**src/sar_adc_pkg.sv**
```systemverilog
// Package with register map, field layout and timing constants of the converter control.
package sar_adc_pkg;

	// ------------------------------------------------------------------
	// Register addresses
	// ------------------------------------------------------------------
	localparam logic [19:0] ADDR_PER_CLK_EN = 20'hF00F0;
	localparam logic [19:0] ADDR_MODE_ZERO = 20'hFFE30;
	localparam logic [19:0] ADDR_MODE_TWO = 20'hFFE31;
	localparam logic [19:0] ADDR_RESULT_WIDE = 20'hFFE32;
	localparam logic [19:0] ADDR_RESULT_BYTE = 20'hFFE34;
	localparam logic [19:0] ADDR_CHANNEL_SEL = 20'hFFE35;
	localparam logic [19:0] ADDR_TEST_REG = 20'hFFE36;

	// ------------------------------------------------------------------
	// Reset values and field positions
	// ------------------------------------------------------------------
	localparam logic [7:0] RESET_BYTE = 8'h00;
	localparam logic [15:0] RESET_WORD = 16'h0000;
	localparam int CLK_EN_BIT = 5;
	localparam int RUN_BIT = 7;
	localparam int COMP_EN_BIT = 0;
	localparam int RES_SEL_BIT = 0;
	// Writable bits of mode register zero: run, two speed bits, level bit, comparator enable.
	localparam logic [7:0] MODE_ZERO_MASK = 8'h9B;
	localparam logic [7:0] CHANNEL_MASK = 8'h1F;
	localparam logic [7:0] MODE_TWO_MASK = 8'h01;
	localparam logic [5:0] WIDE_PAD = 6'h00;

	// ------------------------------------------------------------------
	// Channel codes and approximation layout
	// ------------------------------------------------------------------
	localparam int MAX_EXT_CHANNELS = 11;
	localparam logic [4:0] CH_TEMP_SENSOR = 5'h10;
	localparam logic [4:0] CH_INT_REFERENCE = 5'h11;
	localparam logic [4:0] CH_TOUCH_CAP = 5'h12;
	localparam int SAR_WIDTH = 10;
	localparam logic [3:0] SAR_TOP_BIT = 4'h9;
	localparam logic [3:0] LAST_BIT_WIDE = 4'h0;
	localparam logic [3:0] LAST_BIT_NARROW = 4'h2;
	localparam logic [9:0] SAR_FIRST_TRIAL = 10'h200;
	localparam logic [9:0] SAR_CLEAR = 10'h000;

	// ------------------------------------------------------------------
	// Timing
	// ------------------------------------------------------------------
	localparam int CLK_PERIOD_NS = 50;
	localparam int SAMPLE_TIME_NS = 1000;
	localparam int COMPARE_TIME_NS = 250;
	localparam int SAMPLE_CYCLES = (SAMPLE_TIME_NS + CLK_PERIOD_NS - 1) / CLK_PERIOD_NS;
	localparam int COMPARE_CYCLES = (COMPARE_TIME_NS + CLK_PERIOD_NS - 1) / CLK_PERIOD_NS;
	localparam logic [4:0] SAMPLE_LAST = 5'(SAMPLE_CYCLES - 1);
	localparam logic [4:0] COMPARE_LAST = 5'(COMPARE_CYCLES - 1);
	localparam logic [4:0] COUNT_ZERO = 5'h00;

	// Conversion sequencer states.
	typedef enum logic [1:0] {
		ST_IDLE = 2'b00,
		ST_SAMPLE = 2'b01,
		ST_COMPARE = 2'b10,
		ST_FINISH = 2'b11
	} seq_state_e;

	// Applies a masked write: bits outside the mask keep their old value.
	function automatic logic [7:0] mergeBits(input logic [7:0] oldVal, input logic [7:0] newVal,
		input logic [7:0] mask);
		return (oldVal & ~mask) | (newVal & mask);
	endfunction

endpackage

```
**src/sar_adc_control.sv**
```systemverilog
// Control logic of the successive-approximation converter with its register set.
// Notes on behaviour
// - First compare against half supply, decide top bit.
// - Then trial bit 8; tap follows bit 9.
// - Keep each bit if input at least tap.
// - Narrow resolution stops after deciding bit two.
// - Resolution select bit in mode register two.
// - One channel chosen; convert only on start.
// - Eleven pins plus reference, temperature, touch sources.
// - External channel count is 4, 7 or 11.
// - Finished approximation is copied into result registers.
// - Conversion end raises the end interrupt request.
// - Wide result left aligned, six low zeros.
// - Byte result holds eight top result bits.
// - Clock enable low: reset state, writes ignored.
// - Clock enable high: registers read and written.
// - Peripheral enable resets zero; bit or byte writes.
// - Unselected analog pins stay ordinary port pins.
// - Run set only with comparator on; auto-cleared.
// - Run write with comparator off leaves zero.
`timescale 1ns/1ps
`default_nettype none
module sar_adc_control
	import sar_adc_pkg::*;
#(
	parameter int EXT_CHANNELS = 11
) (
	input wire logic clk,
	input wire logic reset,
	input wire logic clkEn,
	input wire logic [19:0] sfrAddr,
	input wire logic sfrWrite,
	input wire logic [7:0] sfrWrData,
	input wire logic [7:0] sfrWrMask,
	output logic [15:0] sfrRdData,
	input wire logic compHigh,
	output logic [9:0] tapCode,
	output logic sampleHold,
	output logic comparatorOn,
	output logic [4:0] channelSelect,
	output logic [10:0] pinAnalogSelect,
	output logic conversionEndIrq
);
	// ------------------------------------------------------------------
	// Declarations
	// ------------------------------------------------------------------
	logic [7:0] peripheralClockEnable_q;
	logic [7:0] converterModeZero_q;
	logic [7:0] converterModeTwo_q;
	logic [7:0] channelSelectRegister_q;
	logic [7:0] converterTestRegister_q;
	logic [15:0] conversionResultWide_q;
	logic [7:0] conversionResultByte_q;
	logic [9:0] sar_q;
	logic [3:0] bitIdx_q;
	logic [4:0] waitCnt_q;
	seq_state_e state_q;
	logic converterClockEnable;
	logic conversionRun;
	logic comparatorEnable;
	logic resolutionSelect;
	logic compSync;
	logic [3:0] lastBit;
	logic bitDone;
	logic conversionDone;
	logic startConv;
	logic runWrite;
	logic wrModeZero;
	logic [7:0] modeZeroMerged;

	// ------------------------------------------------------------------
	// Decode of control fields
	// ------------------------------------------------------------------
	// Fields that steer the sequencer and the analog side.
	assign converterClockEnable = peripheralClockEnable_q[CLK_EN_BIT];
	assign conversionRun = converterModeZero_q[RUN_BIT];
	assign comparatorEnable = converterModeZero_q[COMP_EN_BIT];
	assign resolutionSelect = converterModeTwo_q[RES_SEL_BIT];
	assign lastBit = resolutionSelect ? LAST_BIT_NARROW : LAST_BIT_WIDE;
	assign bitDone = (state_q == ST_COMPARE) && (waitCnt_q == COMPARE_LAST);
	assign conversionDone = (state_q == ST_FINISH);
	assign wrModeZero = sfrWrite && converterClockEnable && (sfrAddr == ADDR_MODE_ZERO);
	assign modeZeroMerged = mergeBits(converterModeZero_q, sfrWrData, sfrWrMask);
	assign runWrite = wrModeZero && sfrWrMask[RUN_BIT] && sfrWrData[RUN_BIT];
	// A start needs the comparator already on and no conversion under way.
	// A write that also drops the comparator enable is no start either.
	assign startConv = runWrite && comparatorEnable && modeZeroMerged[COMP_EN_BIT]
		&& !conversionRun;

	// ------------------------------------------------------------------
	// Comparator input synchroniser
	// ------------------------------------------------------------------
	comp_sync compSyncInst (
		.clk(clk),
		.reset(reset),
		.clkEn(clkEn),
		.asyncIn(compHigh),
		.syncOut(compSync)
	);

	// ------------------------------------------------------------------
	// Peripheral clock enable register
	// ------------------------------------------------------------------
	// Accepts single-bit and whole-byte writes through the write mask.
	always_ff @(posedge clk or posedge reset) begin
		if (reset) begin
			peripheralClockEnable_q <= RESET_BYTE;
		end else if (clkEn && sfrWrite && (sfrAddr == ADDR_PER_CLK_EN)) begin
			peripheralClockEnable_q <= mergeBits(peripheralClockEnable_q, sfrWrData,
				sfrWrMask);
		end
	end

	// ------------------------------------------------------------------
	// Mode register zero: run and comparator control
	// ------------------------------------------------------------------
	// The run bit is set only by a legal start and cleared by software or at the end.
	always_ff @(posedge clk or posedge reset) begin
		if (reset) begin
			converterModeZero_q <= RESET_BYTE;
		end else if (clkEn) begin
			if (!converterClockEnable) begin
				converterModeZero_q <= RESET_BYTE;
			end else if (wrModeZero) begin
				converterModeZero_q <= modeZeroMerged & MODE_ZERO_MASK;
				// A run bit at one is kept only for a legal start or a running conversion.
				converterModeZero_q[RUN_BIT] <= (startConv || (conversionRun
					&& modeZeroMerged[RUN_BIT])) && modeZeroMerged[COMP_EN_BIT]
					&& !conversionDone;
			end else if (conversionDone) begin
				converterModeZero_q[RUN_BIT] <= 1'b0;
			end
		end
	end

	// ------------------------------------------------------------------
	// Mode register two, channel select and test register
	// ------------------------------------------------------------------
	// Plain software registers, held at reset while the converter clock is off.
	always_ff @(posedge clk or posedge reset) begin
		if (reset) begin
			converterModeTwo_q <= RESET_BYTE;
			channelSelectRegister_q <= RESET_BYTE;
			converterTestRegister_q <= RESET_BYTE;
		end else if (clkEn) begin
			if (!converterClockEnable) begin
				converterModeTwo_q <= RESET_BYTE;
				channelSelectRegister_q <= RESET_BYTE;
				converterTestRegister_q <= RESET_BYTE;
			end else if (sfrWrite) begin
				if (sfrAddr == ADDR_MODE_TWO) begin
					converterModeTwo_q <= mergeBits(converterModeTwo_q, sfrWrData,
						sfrWrMask) & MODE_TWO_MASK;
				end
				if (sfrAddr == ADDR_CHANNEL_SEL) begin
					channelSelectRegister_q <= mergeBits(channelSelectRegister_q,
						sfrWrData, sfrWrMask) & CHANNEL_MASK;
				end
				if (sfrAddr == ADDR_TEST_REG) begin
					converterTestRegister_q <= mergeBits(converterTestRegister_q,
						sfrWrData, sfrWrMask);
				end
			end
		end
	end

	// ------------------------------------------------------------------
	// Conversion sequencer
	// ------------------------------------------------------------------
	// Samples, then decides one approximation bit per compare slot from the top down.
	always_ff @(posedge clk or posedge reset) begin
		if (reset) begin
			state_q <= ST_IDLE;
			sar_q <= SAR_CLEAR;
			bitIdx_q <= SAR_TOP_BIT;
			waitCnt_q <= COUNT_ZERO;
		end else if (clkEn) begin
			if (!converterClockEnable || (wrModeZero
				&& !(modeZeroMerged[RUN_BIT] && modeZeroMerged[COMP_EN_BIT]))) begin
				// Clock off, software stop or comparator off aborts any conversion.
				state_q <= ST_IDLE;
				sar_q <= SAR_CLEAR;
				bitIdx_q <= SAR_TOP_BIT;
				waitCnt_q <= COUNT_ZERO;
			end else begin
				unique case (state_q)
					ST_IDLE: begin
						waitCnt_q <= COUNT_ZERO;
						if (startConv) begin
							state_q <= ST_SAMPLE;
							sar_q <= SAR_CLEAR;
						end
					end
					ST_SAMPLE: begin
						if (waitCnt_q == SAMPLE_LAST) begin
							waitCnt_q <= COUNT_ZERO;
							state_q <= ST_COMPARE;
							// First trial puts the tap at half supply.
							sar_q <= SAR_FIRST_TRIAL;
							bitIdx_q <= SAR_TOP_BIT;
						end else begin
							waitCnt_q <= waitCnt_q + 5'h01;
						end
					end
					ST_COMPARE: begin
						if (bitDone) begin
							waitCnt_q <= COUNT_ZERO;
							// Bit stays at one when the input is at or above the tap.
							sar_q[bitIdx_q] <= compSync;
							if (bitIdx_q == lastBit) begin
								state_q <= ST_FINISH;
							end else begin
								// Next trial bit; tap now depends on bits already decided.
								sar_q[bitIdx_q - 4'h1] <= 1'b1;
								bitIdx_q <= bitIdx_q - 4'h1;
							end
						end else begin
							waitCnt_q <= waitCnt_q + 5'h01;
						end
					end
					ST_FINISH: begin
						state_q <= ST_IDLE;
						bitIdx_q <= SAR_TOP_BIT;
					end
				endcase
			end
		end
	end

	// ------------------------------------------------------------------
	// Result registers
	// ------------------------------------------------------------------
	// Loaded from the approximation register when a conversion finishes.
	always_ff @(posedge clk or posedge reset) begin
		if (reset) begin
			conversionResultWide_q <= RESET_WORD;
			conversionResultByte_q <= RESET_BYTE;
		end else if (clkEn) begin
			if (!converterClockEnable) begin
				conversionResultWide_q <= RESET_WORD;
				conversionResultByte_q <= RESET_BYTE;
			end else if (conversionDone) begin
				conversionResultWide_q <= {sar_q, WIDE_PAD};
				conversionResultByte_q <= sar_q[9:2];
			end
		end
	end

	// ------------------------------------------------------------------
	// Interrupt request and register read port
	// ------------------------------------------------------------------
	// One-cycle end pulse and registered read data; unmapped addresses read zero.
	always_ff @(posedge clk or posedge reset) begin
		if (reset) begin
			conversionEndIrq <= 1'b0;
			sfrRdData <= RESET_WORD;
		end else if (clkEn) begin
			conversionEndIrq <= conversionDone && converterClockEnable;
			unique case (sfrAddr)
				ADDR_PER_CLK_EN: sfrRdData <= {8'h00, peripheralClockEnable_q};
				ADDR_MODE_ZERO: sfrRdData <= {8'h00, converterModeZero_q};
				ADDR_MODE_TWO: sfrRdData <= {8'h00, converterModeTwo_q};
				ADDR_RESULT_WIDE: sfrRdData <= conversionResultWide_q;
				ADDR_RESULT_BYTE: sfrRdData <= {8'h00, conversionResultByte_q};
				ADDR_CHANNEL_SEL: sfrRdData <= {8'h00, channelSelectRegister_q};
				ADDR_TEST_REG: sfrRdData <= {8'h00, converterTestRegister_q};
				default: sfrRdData <= RESET_WORD;
			endcase
		end
	end

	// ------------------------------------------------------------------
	// Analog side controls
	// ------------------------------------------------------------------
	// Tap code, sample-hold and mux select; only the selected pin leaves port use.
	assign tapCode = sar_q;
	assign sampleHold = (state_q == ST_SAMPLE);
	assign comparatorOn = comparatorEnable;
	assign channelSelect = channelSelectRegister_q[4:0];

	// One-hot pin claim, limited to the external channel count of the product.
	always_comb begin
		pinAnalogSelect = 11'h000;
		for (int i = 0; i < MAX_EXT_CHANNELS; i++) begin
			pinAnalogSelect[i] = (i < EXT_CHANNELS) && conversionRun
				&& (channelSelectRegister_q[4:0] == 5'(i));
		end
	end
endmodule // sar_adc_control
`default_nettype wire

```
**src/comp_sync.sv**
```systemverilog
// Three-stage synchroniser with agreement filter for the analog comparator decision.
`timescale 1ns/1ps
`default_nettype none
module comp_sync (
	input wire logic clk,
	input wire logic reset,
	input wire logic clkEn,
	input wire logic asyncIn,
	output logic syncOut
);
	logic stage1_q;
	logic stage2_q;
	logic stage3_q;

	// ------------------------------------------------------------------
	// Synchroniser chain
	// ------------------------------------------------------------------
	// The first stage is read only by the second stage.
	always_ff @(posedge clk or posedge reset) begin
		if (reset) begin
			stage1_q <= 1'b0;
			stage2_q <= 1'b0;
			stage3_q <= 1'b0;
		end else if (clkEn) begin
			stage1_q <= asyncIn;
			stage2_q <= stage1_q;
			stage3_q <= stage2_q;
		end
	end

	// ------------------------------------------------------------------
	// Agreement filter
	// ------------------------------------------------------------------
	// A change is accepted only once the second and third stages agree.
	always_ff @(posedge clk or posedge reset) begin
		if (reset) begin
			syncOut <= 1'b0;
		end else if (clkEn && (stage2_q == stage3_q)) begin
			syncOut <= stage3_q;
		end
	end
endmodule // comp_sync
`default_nettype wire

```
**config.mk**
```make
export PLATFORM = sky130hd
export DESIGN_NAME = sar_adc_control
export DESIGN_NICKNAME = d
export VERILOG_FILES = /design/src/sar_adc_pkg.sv /design/src/sar_adc_control.sv /design/src/comp_sync.sv
export SDC_FILE = /design/constraint.sdc
export NUM_CORES = 1
export LEC_CHECK = 0
export BUFFER_PORTS_ARGS = -buffer_cell sky130_fd_sc_hd__buf_4
export CORE_ASPECT_RATIO = 1.75
export CORE_MARGIN = 2
export CORE_UTILIZATION = 56
export DETAILED_ROUTE_END_ITERATION = 8
export PLACE_DENSITY = 0.87
export SYNTH_ARGS = -nofsm -noshare
export SYNTH_HDL_FRONTEND = slang
export SYNTH_HIERARCHICAL = 1
export SYNTH_SLANG_ARGS = --single-unit
```
**constraint.sdc**
```tcl
create_clock -name clk -period 2.5 [get_ports clk]
set_input_delay 0.125 -clock clk [delete_from_list [all_inputs] [get_ports clk]]
set_output_delay 0.125 -clock clk [all_outputs]
set_load 0.02 [all_outputs]
```
==> impl_metrics.env <==
export IMPL_root_buffer="clkbuf_16"
export IMPL_synthesis_nets=553
export IMPL_yosys_mux_area_fraction=0.0849
export IMPL_crit_family="simple AND/OR/NAND/NOR gates"
export IMPL_end_kind="register"
export IMPL_yosysSeqAreaShare=0.430
export IMPL_p_leak_nw=2.74
export IMPL_min_period_ns=2.34
export IMPL_area_growth_syn_to_layout_pct=24.3
export IMPL_yosys_area_share_simple=0.199
export IMPL_wl_met1_mm=4.82
export IMPL_cts_tree="yes"
export IMPL_top_layer="met4"
export IMPL_cts_reportedPaths_clkPinSlew_ns=0.06
export IMPL_syn_area_um2=4600
export IMPL_crit_buf_inv=1
export IMPL_cp_cell_sequence="inv_1 -> ha_1 -> or4bb_1 -> a22o_2 -> nor2_1 -> o21ai_1 -> or4_1 -> o21ai_0"
export IMPL_cts_setup_buffers=0
export IMPL_wl_per_cell_um=19.6
export IMPL_critPathLaunchType="register"
export IMPL_drc_errors=0
export IMPL_synth_top_family_by_area="compound AO/OA/AOI/OAI gates"
export IMPL_skew_ns=0.0109
export IMPL_post_dp_hpwl_mm=9.91
export IMPL_critPathMaxFanout=6
export IMPL_p_per_area_nw_per_um2=509
export IMPL_maxSlewViolCount=0
export IMPL_status="complete, no violations"
export IMPL_via_per_inst=6.41
export IMPL_ant_nets=0
export IMPL_max_stage_delay_ns=0.51
export IMPL_num_vias=4393
export IMPL_met2WireLength_mm=6.89
export IMPL_ctsHtreeMaxLevel=3
export IMPL_grt_max_degree=42
export IMPL_grt_pass1_wl_mm=21.1
export IMPL_cap_viol_max_count=0
export IMPL_fin_setup_tns_ns=0
export IMPL_critPathSlowestCell="or4_1"
export IMPL_hold_violations=0
export IMPL_synth_fa_ha_area_frac=0.0326
export IMPL_critical_path_class="register to register"
export IMPL_fmax_ghz=0.428
export IMPL_avgSynthCellArea_um2=9.20
export IMPL_numCtsBuffers=9
export IMPL_slew_headroom=0.139
export IMPL_rows=43
export IMPL_finalSetupViolations=0
export IMPL_drt_iter0_markers=464
export IMPL_grt_pass1_vias=4366
export IMPL_antenna_found_initial=0
export IMPL_total_power_mw=2.91
export IMPL_io_pins=86
export IMPL_die_w_um=72.5
export IMPL_ys_ff_latch=79
export IMPL_rsz0062_at_grt="no"
export IMPL_clockBufferDepth=2
export IMPL_finalNetCount=643
export IMPL_start_util=0.578
export IMPL_synth_edf_count=0
export IMPL_dr_pass1_iters=8
export IMPL_wl_mm=13.4
export IMPL_overflow=0
export IMPL_gr_usage_all_layers=0.313
export IMPL_n_fill_cell=605
export IMPL_cts_sinks=79
export IMPL_antenna_cells=0
export IMPL_crit_arrival_ns=2.61
export IMPL_required_ns=2.77
export IMPL_die_h_um=124
export IMPL_ir_worst_vdd_uv=537
export IMPL_gp_congestion=0.958
export IMPL_design_die_area_um2=8980
export IMPL_clkLatencyLatePin_ns=0.35
export IMPL_syn_inst=500
export IMPL_met3_length_um=839
export IMPL_port_buffers=85
export IMPL_hold_class="input pin to register"
export IMPL_synth_main_ff_cell="dfrtp_1"
export IMPL_yosysWarnings=6
export IMPL_synth_cell_types=65
export IMPL_async_flop_share=1.00
export IMPL_synth_compound_area_share=0.203
export IMPL_fin_crit_sh=0.936
export IMPL_synthXorXnorAreaFrac=0.00381
export IMPL_tightest_slew_ns=1.28
export IMPL_final_layout_size_suffix_gt1_frac=0.259
export IMPL_core_area_um2=7960
Yosys cell counts (3+ instances only):
cell,n,area [um2]
ha_1,12,150
buf_2,3,15.0
o2bb2ai_1,4,35.0
nand2b_1,5,31.3
nor4_1,4,25.0
inv_1,27,101
and2_1,3,18.8
a211oi_1,8,60.1
and3_1,6,37.5
a22o_1,21,184
a31oi_1,5,31.3
a22oi_1,5,37.5
or2_2,3,18.8
nand2_1,49,184
a21o_1,7,52.6
clkbuf_1,21,78.8
nand4_1,5,31.3
o31ai_1,5,37.5
nand3_1,26,130
or3_1,5,31.3
dfrtp_1,77,1930
nor3_1,10,50.1
o21ai_0,38,190
nor2_1,45,169
mux2i_1,15,150
mux2_4,7,105
a21oi_1,20,100
o22ai_1,3,18.8
mux2_2,12,135
nor2b_1,4,25.0
or4_1,3,22.5
path summary, 6_finish.rpt:
path	slack, ns	endpoint	start	cells after the start
setup / recovery	0.16	bitIdx_q[1]	waitCnt_q[0]	8
hold / removal	0.02	compSyncInst/stage1_q	compHigh	2
setup reg to reg	0.16	bitIdx_q[1]	waitCnt_q[0]	8
hold reg to reg	0.48	conversionEndIrq	conversionEndIrq	1
max in group asynchronous	1.65	bitIdx_q[0]	reset	4
min in group asynchronous	0.24	compSyncInst/syncOut	reset	3
cell families after synthesis:
group	Yosys count
AOI/OAI and AO/OA	137
xor gates and xnor gates	2
adders and majority gates	12
buffers and inverters	54
DFF	79
muxes	34
and+or+nand+nor	182
layer usage:
| metal | GRT usage | up-vias |
|---|---|---|
| met1 | 0.338 | 2086 |
| met5 | 0 | - |
| met3 | 0.0550 | 70 |
| met2 | 0.550 | 239 |
| li1 | - | 1998 |
| met4 | 0.206 | 0 |
worst register-to-register path: stages (launching register included):
cell and delay, ns:
dfrtp_1 0.42, inv_1 0.08, ha_1 0.13, or4bb_1 0.46, a22o_2 0.32, nor2_1 0.15, o21ai_1 0.11, or4_1 0.51
o21ai_0 0.08
timing repair:
| action | in CTS | in global routing |
|---|---|---|
| hold buffers | 1 | 0 |
| gates resized for setup | 0 | 3 |
| hold endpoints to repair | 77 | 0 |
| endpoints found under the setup margin | 0 | 7 |
layout make-up:
type	instances	area [um2]	share of cell area
Sequential cell	79	1980	0.346
Multi-Input combinational cell	367	2420	0.424
Inverter	27	101	0.0177
Tap cell	90	113	0.0197
Timing Repair Buffer	106	798	0.140
Clock buffer	9	225	0.0394
Clock inverter	7	77.6	0.0136
cell usage in the layout, fill, tap and decap left out, types with 5 or more instances in the layout:
master	count
a21oi_1	20
ha_1	12
dfrtp_1	77
nor2_1	44
a21o_1	7
nand2_1	49
clkbuf_16	9
nand3_1	26
nand4_1	5
buf_4	105
a22o_1	20
and3_1	6
o21ai_0	38
mux2_2	12
a22oi_1	5
mux2_4	7
nor3_1	10
a31oi_1	5
mux2i_1	15
a211oi_1	8
nand2b_1	5
or3_1	5
inv_1	26
o31ai_1	5
per-stage QoR:
stage	worst slack [ns]	instances	hold slack, ns	area [um2]	util
final	0.161	685	0.0159	5720	0.718
after floorplan	0.233	500	-0.109	4600	-
after global routing	0.000778	685	0.0211	5720	0.718
after global placement	0.209	668	0.0316	5390	0.677
after detailed placement	0.156	668	0.0389	5390	0.677
after CTS	0.159	685	0.0149	5700	0.716
power by group:
| group | switching, mW | leakage [nW] | internal, mW |
|---|---|---|---|
| Clock | 0.558 | 0.147 | 0.783 |
| Combinational | 0.136 | 1.51 | 0.103 |
| Sequential | 0.0315 | 1.08 | 1.30 |
| Total | 0.725 | 2.74 | 2.18 |
Note: power is estimated with default switching activity, not from simulation.
